<file path="src/design/fdcg_defs.svh">
// Constants for the floppy configuration and interrupt/DMA gating block.
// Included by the design files; holds definitions only.
`ifndef FDCG_DEFS_SVH
`define FDCG_DEFS_SVH

// ==========================================================
// Register indices (configuration data port, floppy device)
`define FDCG_IDX_MODE 8'hf0
`define FDCG_IDX_OPTION 8'hf1
`define FDCG_IDX_TYPE 8'hf2
`define FDCG_IDX_RSVD 8'hf3
`define FDCG_IDX_DRV0 8'hf4
`define FDCG_IDX_DRV1 8'hf5

// ==========================================================
// Reset values and writable masks
`define FDCG_RST_MODE 8'h0e
`define FDCG_RST_OPTION 8'h00
`define FDCG_RST_TYPE 8'hff
`define FDCG_RST_DRV 8'h00
`define FDCG_MASK_MODE 8'hcf
`define FDCG_MASK_OPTION 8'h0d
`define FDCG_MASK_TYPE 8'hff
`define FDCG_MASK_DRV 8'h5b

// ==========================================================
// Field positions
`define FDCG_MODE_ENH 0
`define FDCG_MODE_NONBURST 1
`define FDCG_MODE_IF_LO 2
`define FDCG_MODE_IF_HI 3
`define FDCG_MODE_PUSHPULL 6
`define FDCG_MODE_TRISTATE 7
`define FDCG_OPT_FWP 0
`define FDCG_OPT_DENS_LO 2
`define FDCG_OPT_DENS_HI 3
`define FDCG_DRV_TYPE_LO 0
`define FDCG_DRV_TYPE_HI 1
`define FDCG_DRV_RATE_LO 3
`define FDCG_DRV_RATE_HI 4
`define FDCG_DRV_PTS 6

// ==========================================================
// Density select codes
`define FDCG_DENS_FORCE1 2'b10
`define FDCG_DENS_FORCE0 2'b11

// ==========================================================
// Extended-control modes with interrupt always on
`define FDCG_ECR_FIFO 3'b010
`define FDCG_ECR_ECP 3'b011
`define FDCG_ECR_TEST 3'b110

// ==========================================================
// Logical device slots and DMA select range
`define FDCG_LD_FDC 0
`define FDCG_LD_SER1 1
`define FDCG_LD_SER2 2
`define FDCG_LD_PAR 3
`define FDCG_LD_SMB 4
`define FDCG_NUM_LD 5
`define FDCG_DMA_MIN 3'h1
`define FDCG_DMA_MAX 3'h3
`define FDCG_IRQ_NONE 4'h0
`define FDCG_BOOT_DRIVE 1'b0

`endif

</file>
<file path="src/design/fdcg_pkg.sv">
// Types shared by the floppy configuration and gating block.
// Assumes fdcg_defs.svh supplies all numeric constants.
package fdcg_pkg;

  // ==========================================================
  // Per logical device activation settings
  typedef struct packed {
    logic active;
    logic addr_valid;
    logic [3:0] irq_sel;
    logic [2:0] dma_sel;
  } fdcg_ld_cfg_t;

  // ==========================================================
  // Per drive setup fields
  typedef struct packed {
    logic precomp_disable;
    logic [1:0] rate_table_select;
    logic [1:0] drive_type_select;
  } fdcg_drive_cfg_t;

  // ==========================================================
  // Floppy mode fields
  typedef struct packed {
    logic enhanced_mode2;
    logic nonburst;
    logic [1:0] iface_mode;
    logic push_pull;
    logic tristate;
  } fdcg_mode_cfg_t;

endpackage : fdcg_pkg

</file>
<file path="src/design/fdcg_gate.sv">
// Interrupt and DMA request gate for one logical device.
// Assumes raw requests and enables come from logic on i_clk_sys.
`timescale 1ns/100ps
`include "fdcg_defs.svh"

module fdcg_gate (
  // Clock and reset
  input wire logic i_clk_sys,
  input wire logic i_sys_rst,
  // Configuration and local enables
  input wire fdcg_pkg::fdcg_ld_cfg_t i_ld_cfg,
  input wire logic i_local_irq_en,
  input wire logic i_local_dma_en,
  // Raw requests from the unit
  input wire logic i_raw_irq,
  input wire logic i_raw_drq,
  // Gated requests
  output logic o_irq,
  output logic o_drq
);

  logic cfg_ok;
  logic irq_sel_ok;
  logic dma_sel_ok;
  logic irq_d;
  logic drq_d;

  assign cfg_ok = i_ld_cfg.active & i_ld_cfg.addr_valid;
  assign irq_sel_ok = (i_ld_cfg.irq_sel != `FDCG_IRQ_NONE);
  assign dma_sel_ok = (i_ld_cfg.dma_sel >= `FDCG_DMA_MIN) &&
                      (i_ld_cfg.dma_sel <= `FDCG_DMA_MAX);
  assign irq_d = i_raw_irq & cfg_ok & irq_sel_ok & i_local_irq_en;
  assign drq_d = i_raw_drq & cfg_ok & dma_sel_ok & i_local_dma_en;

  always_ff @(posedge i_clk_sys or posedge i_sys_rst) begin
    if (i_sys_rst) begin
      o_irq <= 1'b0;
      o_drq <= 1'b0;
    end else begin
      o_irq <= irq_d;
      o_drq <= drq_d;
    end
  end

endmodule : fdcg_gate

</file>
<file path="src/design/fdcg_top.sv">
// Floppy vendor configuration registers plus per-device IRQ/DMA gating.
// Assumes config index/data decoding upstream and floppy core on i_clk_sys.
//
// What this block does
// - Suppress a device's IRQ and DMA when its own enable bit disables them.
// - Floppy IRQ and DMA off when transfer enable is zero or powered down.
// - Serial interrupt off while its aux output two bit is zero.
// - Parallel interrupt off in standard/EPP modes when its enable is zero.
// - In ECP, modes 010/011/110 interrupt always on; DMA follows extended transfer enable.
// - SMBus interrupt off while its interrupt enable bit is zero.
// - Registers reset only by power-on or hard reset, never soft reset.
// - Mode bit 0 selects enhanced mode; bits 3:2 select interface mode.
// - Mode bit 1: zero burst DMA, one non-burst DMA (default).
// - Mode bits 6/7 set drive type and tri-state, not parallel floppy pins.
// - Forced write protect asserts protect whenever either drive is selected.
// - Option bits 3:2 pass, force one or force zero the density signal.
// - Forced write protect applies to drives on the parallel port pins.
// - Drive type store: A in 1:0, B in 3:2, spare 7:4, resets 0xff.
// - Index 0xf3 reads zero and ignores writes.
// - Drive setup: type 1:0, rate table 4:3, precomp disable 6, rest zero.
// - Second drive setup mirrors the first drive's layout and defaults.
// - Drive 0 is always the boot drive.
// - Interrupt needs a non-zero level select and the local enable.
`timescale 1ns/100ps
`include "fdcg_defs.svh"

module fdcg_top #(
  parameter int unsigned FDC_OUT_W = 8
) (
  // Clock and reset (power-on or hard reset)
  input wire logic i_clk_sys,
  input wire logic i_sys_rst,
  // Configuration data port access
  input wire logic i_cfg_fdc_sel,
  input wire logic [7:0] i_cfg_index,
  input wire logic [7:0] i_cfg_wdata,
  input wire logic i_cfg_wr,
  input wire logic i_cfg_rd,
  output logic [7:0] o_cfg_rdata,
  output logic o_cfg_rvalid,
  // Logical device activation settings and raw requests
  input wire fdcg_pkg::fdcg_ld_cfg_t [`FDCG_NUM_LD-1:0] i_ld_cfg,
  input wire logic [`FDCG_NUM_LD-1:0] i_raw_irq,
  input wire logic [`FDCG_NUM_LD-1:0] i_raw_drq,
  // Floppy local enables
  input wire logic i_transfer_request_enable,
  input wire logic i_fdc_powered_down,
  // Serial local enables
  input wire logic i_ser1_aux_output_two,
  input wire logic i_ser2_aux_output_two,
  // Parallel local enables
  input wire logic i_pp_ecp_active,
  input wire logic [2:0] i_pp_ecr_mode,
  input wire logic i_parallel_int_enable,
  input wire logic i_extended_transfer_enable,
  // SMBus local enable
  input wire logic i_smbus_int_enable,
  // Gated requests
  output logic [`FDCG_NUM_LD-1:0] o_irq,
  output logic [`FDCG_NUM_LD-1:0] o_drq,
  // Write protect sources
  input wire logic i_write_protect_n,
  input wire logic i_pp_write_protect_n,
  input wire logic i_pp_fdc_active,
  input wire logic i_floppy_write_protect,
  input wire logic i_drive_select0_n,
  input wire logic i_drive_select1_n,
  output logic o_core_write_protect_n,
  output logic o_floppy_status_a_wp,
  // Density indication
  input wire logic i_density,
  output logic o_density,
  // Floppy output drivers
  input wire logic [FDC_OUT_W-1:0] i_fdc_out,
  output logic [FDC_OUT_W-1:0] o_fdc_pin_o,
  output logic [FDC_OUT_W-1:0] o_fdc_pin_oe,
  input wire logic [FDC_OUT_W-1:0] i_pp_fdc_out,
  output logic [FDC_OUT_W-1:0] o_pp_fdc_pin_o,
  output logic [FDC_OUT_W-1:0] o_pp_fdc_pin_oe,
  // Configuration fields toward the floppy core
  output fdcg_pkg::fdcg_mode_cfg_t o_mode_cfg,
  output logic [1:0] o_drive_a_type,
  output logic [1:0] o_drive_b_type,
  output fdcg_pkg::fdcg_drive_cfg_t o_drive0_cfg,
  output fdcg_pkg::fdcg_drive_cfg_t o_drive1_cfg,
  output logic o_boot_drive
);

  // ==========================================================
  // Register storage
  logic [7:0] mode_q;
  logic [7:0] option_q;
  logic [7:0] type_q;
  logic [7:0] drv0_q;
  logic [7:0] drv1_q;
  logic [7:0] mode_d;
  logic [7:0] option_d;
  logic [7:0] type_d;
  logic [7:0] drv0_d;
  logic [7:0] drv1_d;

  // access only when floppy device selected
  logic wr_ok;
  assign wr_ok = i_cfg_wr & i_cfg_fdc_sel;

  logic wr_mode;
  logic wr_option;
  logic wr_type;
  logic wr_drv0;
  logic wr_drv1;
  assign wr_mode = wr_ok & (i_cfg_index == `FDCG_IDX_MODE);
  assign wr_option = wr_ok & (i_cfg_index == `FDCG_IDX_OPTION);
  assign wr_type = wr_ok & (i_cfg_index == `FDCG_IDX_TYPE);
  assign wr_drv0 = wr_ok & (i_cfg_index == `FDCG_IDX_DRV0);
  assign wr_drv1 = wr_ok & (i_cfg_index == `FDCG_IDX_DRV1);

  // Reserved bits are masked at write so they always read zero
  assign mode_d = wr_mode ? (i_cfg_wdata & `FDCG_MASK_MODE) : mode_q;
  assign option_d = wr_option ? (i_cfg_wdata & `FDCG_MASK_OPTION) : option_q;
  assign type_d = wr_type ? (i_cfg_wdata & `FDCG_MASK_TYPE) : type_q;
  assign drv0_d = wr_drv0 ? (i_cfg_wdata & `FDCG_MASK_DRV) : drv0_q;
  assign drv1_d = wr_drv1 ? (i_cfg_wdata & `FDCG_MASK_DRV) : drv1_q;

  always_ff @(posedge i_clk_sys or posedge i_sys_rst) begin
    if (i_sys_rst) begin
      mode_q <= `FDCG_RST_MODE;
      option_q <= `FDCG_RST_OPTION;
      type_q <= `FDCG_RST_TYPE;
      drv0_q <= `FDCG_RST_DRV;
      drv1_q <= `FDCG_RST_DRV;
    end else begin
      mode_q <= mode_d;
      option_q <= option_d;
      type_q <= type_d;
      drv0_q <= drv0_d;
      drv1_q <= drv1_d;
    end
  end

  // ==========================================================
  // Read path
  logic [7:0] rd_mux;
  logic rd_ok;
  logic [7:0] rdata_d;
  assign rd_ok = i_cfg_rd & i_cfg_fdc_sel;
  assign rd_mux = (i_cfg_index == `FDCG_IDX_MODE) ? mode_q :
                  (i_cfg_index == `FDCG_IDX_OPTION) ? option_q :
                  (i_cfg_index == `FDCG_IDX_TYPE) ? type_q :
                  (i_cfg_index == `FDCG_IDX_DRV0) ? drv0_q :
                  (i_cfg_index == `FDCG_IDX_DRV1) ? drv1_q : 8'h00;
  assign rdata_d = rd_ok ? rd_mux : 8'h00;

  always_ff @(posedge i_clk_sys or posedge i_sys_rst) begin
    if (i_sys_rst) begin
      o_cfg_rdata <= 8'h00;
      o_cfg_rvalid <= 1'b0;
    end else begin
      o_cfg_rdata <= rdata_d;
      o_cfg_rvalid <= rd_ok;
    end
  end

  // ==========================================================
  // Local enables and gating
  logic [`FDCG_NUM_LD-1:0] local_irq_en;
  logic [`FDCG_NUM_LD-1:0] local_dma_en;
  logic fdc_en;
  logic ecr_irq_on;
  logic par_irq_en;

  assign fdc_en = i_transfer_request_enable & ~i_fdc_powered_down;
  assign ecr_irq_on = (i_pp_ecr_mode == `FDCG_ECR_FIFO) ||
                      (i_pp_ecr_mode == `FDCG_ECR_ECP) ||
                      (i_pp_ecr_mode == `FDCG_ECR_TEST);
  assign par_irq_en = (i_pp_ecp_active & ecr_irq_on) | i_parallel_int_enable;

  assign local_irq_en[`FDCG_LD_FDC] = fdc_en;
  assign local_dma_en[`FDCG_LD_FDC] = fdc_en;
  assign local_irq_en[`FDCG_LD_SER1] = i_ser1_aux_output_two;
  assign local_irq_en[`FDCG_LD_SER2] = i_ser2_aux_output_two;
  assign local_dma_en[`FDCG_LD_SER1] = 1'b0;
  assign local_dma_en[`FDCG_LD_SER2] = 1'b0;
  assign local_irq_en[`FDCG_LD_PAR] = par_irq_en;
  assign local_dma_en[`FDCG_LD_PAR] = i_extended_transfer_enable;
  assign local_irq_en[`FDCG_LD_SMB] = i_smbus_int_enable;
  assign local_dma_en[`FDCG_LD_SMB] = 1'b0;

  genvar g;
  generate
    for (g = 0; g < `FDCG_NUM_LD; g++) begin : g_gate
      fdcg_gate u_gate (
        .i_clk_sys(i_clk_sys),
        .i_sys_rst(i_sys_rst),
        .i_ld_cfg(i_ld_cfg[g]),
        .i_local_irq_en(local_irq_en[g]),
        .i_local_dma_en(local_dma_en[g]),
        .i_raw_irq(i_raw_irq[g]),
        .i_raw_drq(i_raw_drq[g]),
        .o_irq(o_irq[g]),
        .o_drq(o_drq[g])
      );
    end
  endgenerate

  // ==========================================================
  // Pin synchronisers for drive write protect inputs
  logic [1:0] wp_meta_q;
  logic [1:0] wp_sync_q;
  always_ff @(posedge i_clk_sys or posedge i_sys_rst) begin
    if (i_sys_rst) begin
      wp_meta_q <= 2'b11;
      wp_sync_q <= 2'b11;
    end else begin
      wp_meta_q <= {i_pp_write_protect_n, i_write_protect_n};
      wp_sync_q <= wp_meta_q;
    end
  end

  // ==========================================================
  // Write protect combine
  logic any_select;
  logic wp_from_drive;
  logic wp_active;
  assign wp_from_drive = ~wp_sync_q[0] | (i_pp_fdc_active & ~wp_sync_q[1]);
  // Drive selects come from the core and cover both pin routes
  assign any_select = ~i_drive_select0_n | ~i_drive_select1_n;
  assign wp_active = i_floppy_write_protect | wp_from_drive |
                     (any_select & option_q[`FDCG_OPT_FWP]);

  // ==========================================================
  // Density override
  logic [1:0] dens_sel;
  logic density_d;
  assign dens_sel = option_q[`FDCG_OPT_DENS_HI:`FDCG_OPT_DENS_LO];
  assign density_d = (dens_sel == `FDCG_DENS_FORCE1) ? 1'b1 :
                     (dens_sel == `FDCG_DENS_FORCE0) ? 1'b0 : i_density;

  always_ff @(posedge i_clk_sys or posedge i_sys_rst) begin
    if (i_sys_rst) begin
      o_core_write_protect_n <= 1'b1;
      o_floppy_status_a_wp <= 1'b0;
      o_density <= 1'b0;
    end else begin
      o_core_write_protect_n <= ~wp_active;
      o_floppy_status_a_wp <= wp_active;
      o_density <= density_d;
    end
  end

  // ==========================================================
  // Floppy output drivers
  logic [FDC_OUT_W-1:0] fdc_oe_d;
  logic push_pull;
  logic tristate;
  assign push_pull = mode_q[`FDCG_MODE_PUSHPULL];
  assign tristate = mode_q[`FDCG_MODE_TRISTATE];
  // drive type and tri-state
  // Open drain only pulls low, so enable follows a low level
  assign fdc_oe_d = tristate ? '0 : (push_pull ? '1 : ~i_fdc_out);

  always_ff @(posedge i_clk_sys or posedge i_sys_rst) begin
    if (i_sys_rst) begin
      o_fdc_pin_o <= '1;
      o_fdc_pin_oe <= '0;
      o_pp_fdc_pin_o <= '1;
      o_pp_fdc_pin_oe <= '0;
    end else begin
      o_fdc_pin_o <= i_fdc_out;
      o_fdc_pin_oe <= fdc_oe_d;
      o_pp_fdc_pin_o <= i_pp_fdc_out;
      o_pp_fdc_pin_oe <= '1;
    end
  end

  // ==========================================================
  // Configuration fields toward the core
  // mode and interface fields
  assign o_mode_cfg.enhanced_mode2 = mode_q[`FDCG_MODE_ENH];
  assign o_mode_cfg.nonburst = mode_q[`FDCG_MODE_NONBURST];
  assign o_mode_cfg.iface_mode = mode_q[`FDCG_MODE_IF_HI:`FDCG_MODE_IF_LO];
  assign o_mode_cfg.push_pull = mode_q[`FDCG_MODE_PUSHPULL];
  assign o_mode_cfg.tristate = mode_q[`FDCG_MODE_TRISTATE];
  assign o_drive_a_type = type_q[1:0];
  assign o_drive_b_type = type_q[3:2];
  assign o_drive0_cfg.precomp_disable = drv0_q[`FDCG_DRV_PTS];
  assign o_drive0_cfg.rate_table_select = drv0_q[`FDCG_DRV_RATE_HI:`FDCG_DRV_RATE_LO];
  assign o_drive0_cfg.drive_type_select = drv0_q[`FDCG_DRV_TYPE_HI:`FDCG_DRV_TYPE_LO];
  assign o_drive1_cfg.precomp_disable = drv1_q[`FDCG_DRV_PTS];
  assign o_drive1_cfg.rate_table_select = drv1_q[`FDCG_DRV_RATE_HI:`FDCG_DRV_RATE_LO];
  assign o_drive1_cfg.drive_type_select = drv1_q[`FDCG_DRV_TYPE_HI:`FDCG_DRV_TYPE_LO];

  always_ff @(posedge i_clk_sys or posedge i_sys_rst) begin
    if (i_sys_rst) begin
      o_boot_drive <= `FDCG_BOOT_DRIVE;
    end else begin
      o_boot_drive <= `FDCG_BOOT_DRIVE;
    end
  end

endmodule : fdcg_top

</file>
<file path="config.mk">
export PLATFORM = sky130hd
export DESIGN_NAME = fdcg_top
export DESIGN_NICKNAME = d
export VERILOG_FILES = /design/src/design/fdcg_pkg.sv /design/src/design/fdcg_gate.sv /design/src/design/fdcg_top.sv
export VERILOG_INCLUDE_DIRS = /design/src /design/src/design
export SDC_FILE = /design/constraint.sdc
export NUM_CORES = 1
export LEC_CHECK = 0
export ABC_AREA = 1
export BUFFER_PORTS_ARGS = -buffer_cell sky130_fd_sc_hd__buf_2
export CAP_MARGIN = 20
export CELL_PAD_IN_SITES_DETAIL_PLACEMENT = 1
export CELL_PAD_IN_SITES_GLOBAL_PLACEMENT = 1
export CORE_UTILIZATION = 28
export DETAILED_ROUTE_END_ITERATION = 8
export MAX_ROUTING_LAYER = met4
export PLACE_DENSITY_LB_ADDON = 0.1
export SLEW_MARGIN = 20
export SYNTH_ARGS = -nofsm -noshare
export SYNTH_HDL_FRONTEND = slang
export SYNTH_SLANG_ARGS = --single-unit
</file>
<file path="constraint.sdc">
create_clock -name i_clk_sys -period 2.2 [get_ports i_clk_sys]
set_input_delay 0.33 -clock i_clk_sys [delete_from_list [all_inputs] [get_ports i_clk_sys]]
set_output_delay 0.33 -clock i_clk_sys [all_outputs]
set_load 0.1 [all_outputs]
</file>
==> metrics.md <==
| Metric | Value |
|---|---|
| Status | `finished clean` |
| Max Fclk | `570 MHz` |
| Largest net degree at the start of global routing | `37` |
| IO Count | `around 190` |
| R2R Setup Slk | `1.13 ns` |
| Layout cells sized above 1 | `53.1%` |
| Die height | `around 110 um` |
| Final Max Slew Viols | `0` |
| Num CTS Buffers | `9` |
| Die Width | `107 um` |
| Setup WS post-layout | `between 0.4 and 0.5 ns` |
| Synth unique cells | `29` |
| Core region area | `about 11000 um2` |
| Worst Path Arrival | `1.42 ns` |
| CTS root buffer | `clkbuf_8` |
| Fin cells | `between 600 and 700` |
| Htree depth | `3` |
| Fin crit share | `between 70% and 80%` |
| Gr ovfl total | `0` |
| P_leak | `0.00221 uW` |
| Antenna violations before repair | `0` |
| Vias in the first global route | `~2700` |
| Mapped Area | `between 3000 and 4000 um2` |
| Crit path buffers/inverters | `1` |
| Total negative slack | `0 ns` |
| Seq/Total Area, Yosys | `~62%` |
| Final ANT Viol Nets | `0` |
| Cell Area, Placed | `3940 um2` |
| Register-to-Register Path Depth | `3` |
| First-pass GRT wire length | `13100 um` |
| Hold path startpoint | `i_pp_fdc_out[5]` |
| Crit path largest cell delay | `0.57 ns` |
| Commonest cells after routing, fill and taps aside | `buf_2 (168), nand2_1 (58), dfrtp_1 (43)` |
| Shortest period the worst path allows | `1.75 ns` |
| Post-Synthesis Cells | `300` |
| Critical Path Start Type | `register` |
| Actual slew at the worst max-slew pin | `0.508 ns` |
| Slowest CP cell | `dfrtp_1` |
| CP top delay family | `flip-flops` |
| Post-CTS setup buffers | `0` |
| RSZ-0062 raised after global routing | `no` |
| Dpl ws | `0.640 ns` |
| Cell Rows | `37` |
| DP Wirelength | `around 6500 um` |
| Vias per cell | `4.33` |
| # resized after CTS | `0` |
| Final Hold Vio Count | `0` |
| Layout fillers | `1253` |
| Vias | `2601` |
| CP Max Fanout | `11` |
| Hold Path Depth | `1` |
| Max cap viols | `0` |
| Critical Path RT | `between 1.5 and 2 ns` |
| # nets final | `570` |
| Register bit count reported by yosys | `75` |
| CP endpoint kind | `primary output` |
| Clock latency at the later pin of the worst-skew pair | `0.34 ns` |
| Final Instance Area | `around 4100 um2` |
| Area of the multi-input gates | `861 um2` |
| CTS Buffer Depth | `2` |
| TritonRoute pass-1 iters | `4` |
| Total Routing Usage GR | `15.4%` |
| Gpl congestion | `0.765` |
| Hold path endpoint | `o_pp_fdc_pin_o[5]$_DFF_PP1_` |
| Drt wl/cell | `roughly 14 um` |
| Reg area | `approximately 1900 um2` |
| Commonest non-fill, non-tap cell in the layout | `buf_2` |
| Max VDD drop | `0.000287 V` |
| # hold bufs at CTS | `1` |
| YS warnings | `0` |
| Die area | `11500 um2` |
| Clock transition at path regs | `around 0.08 ns` |
| Worst setup path start | `mode_q[7]$_DFFE_PP0P_` |
| Critical path, cell by cell | `buf_2` |
| Hold crit path type | `primary input to register` |
| Pwr/cell area | `~740 nW/um2` |
| Hold_ws | `0.0760 ns` |
| Detailed Route WL | `~8300 um` |
| R2R Path End | `o_floppy_status_a_wp$_DFF_PP0_` |
| Port bufs | `168` |
| Syn avg cell area | `10.3 um2` |
| Clock Skews | `0.00723 ns` |
| Placed Cells | `slightly below 600` |
| DRC | `0` |
| Slew headroom | `about 66%` |
| CP Class | `register to primary output` |
| CTS tree | `done` |
| Iteration-0 DRC count of the detailed router | `35` |
| Reg2reg start | `wp_sync_q[0]$_DFF_PP1_` |
| Final Setup Violations | `0` |
| ANT cells | `0` |
| Initial Util | `29.4%` |
| Sink Count | `75` |
| Layout area overhead | `33.5%` |
## synthesized netlist by cell type
master    instances  area, um2
nand2_1          58        218
dfrtp_1          43       1080
dfstp_2          32        841
o21ai_1          24        120
buf_4            22        165
inv_1            22       82.6
nor2_1           19       71.3
nand3_1          16       80.1
a21oi_1          11       55.1
nor4_1            8       50.1
inv_2             7       26.3
o21ai_2           6       52.6
nand2_2           5       31.3
nor3_1            4       20.0
buf_6             3       33.8
nand2_4           3       33.8
nor2_4            3       33.8
conb_1            2       7.51
o21ai_0           2       10.0
a21oi_2           1       8.76
a31oi_1           1       6.26
and3_1            1       6.26
clkbuf_1          1       3.75
clkinv_1          1       3.75
inv_4             1       6.26
nand3_2           1       10.0
nor2_2            1       6.26
nor2_8            1       20.0
nor4b_1           1       8.76
## report_power, final
group,internal [uW],leakage (uW),switching [uW]
clock network,417,0.0000839,523
registers,1440,0.000904,19.5
logic,124,0.00122,510
total,1980,0.00221,1050
## cell type report
| cell class | instances | area share [%] |
|---|---|---|
| clock buffers | 11 | 3.19 |
| clock inverters | 5 | 0.941 |
| inverters | 31 | 2.91 |
| multi-input cells | 171 | 20.9 |
| flip-flops and latches | 75 | 46.5 |
| well taps | 136 | 4.13 |
| repair buffers | 172 | 21.5 |
## registers in the layout (all words and copies together) (netlist names), 2 cells and up
| register | flops |
|---|---|
| type_q | 8 |
| g_gate.u_gate.o_irq | 5 |
| o_cfg_rdata | 8 |
| option_q | 3 |
| mode_q | 6 |
| drv1_q | 5 |
| o_pp_fdc_pin_o | 8 |
| drv0_q | 5 |
| wp_sync_q | 2 |
| o_fdc_pin_oe | 8 |
| wp_meta_q | 2 |
| g_gate.u_gate.o_drq | 2 |
| o_fdc_pin_o | 8 |
## cell families after synthesis
logic type	after synthesis	share of synthesized area (%)
DFF	75	62.1
and+or+nand+nor	121	19.1
AOI/OAI and AO/OA	45	8.19
buffers and inverters	57	10.4
other	2	0.243
## metal layers
| layer | vias up | global-route usage (%) | routed length (um) |
|---|---|---|---|
| li1 | 1255 | - | - |
| met1 | 1243 | 17.9 | 3440 |
| met2 | 94 | 25.8 | 4280 |
| met3 | 9 | 3.22 | 461 |
| met4 | 0 | 6.16 | 103 |
| met5 | - | - | 0 |
## worst max-delay path by stage
| stage | to | slack, ns | cells after the start |
|---|---|---|---|
| final | o_mode_cfg[0] | 0.45 | 1 |
| after global routing | o_mode_cfg[0] | 0.38 | 1 |
| after CTS | o_mode_cfg[0] | 0.42 | 1 |
| after detailed placement | mode_q[6]$_DFFE_PP0P_ | 0.64 | 8 |
| after global placement | mode_q[7]$_DFFE_PP0P_ | 0.67 | 8 |
| after floorplan | drv0_q[0]$_DFFE_PP0P_ | 0.01 | 1 |
## per-stage QoR
stage	utilization, %	power (uW)
6_report	39.2	3040
5_1_grt	39.2	3170
4_1_cts	39.2	3080
3_5_place_dp	37.5	2130
3_3_place_gp	37.5	2120
2_1_floorplan	-	1980
Power figures use the tool's default switching activity.
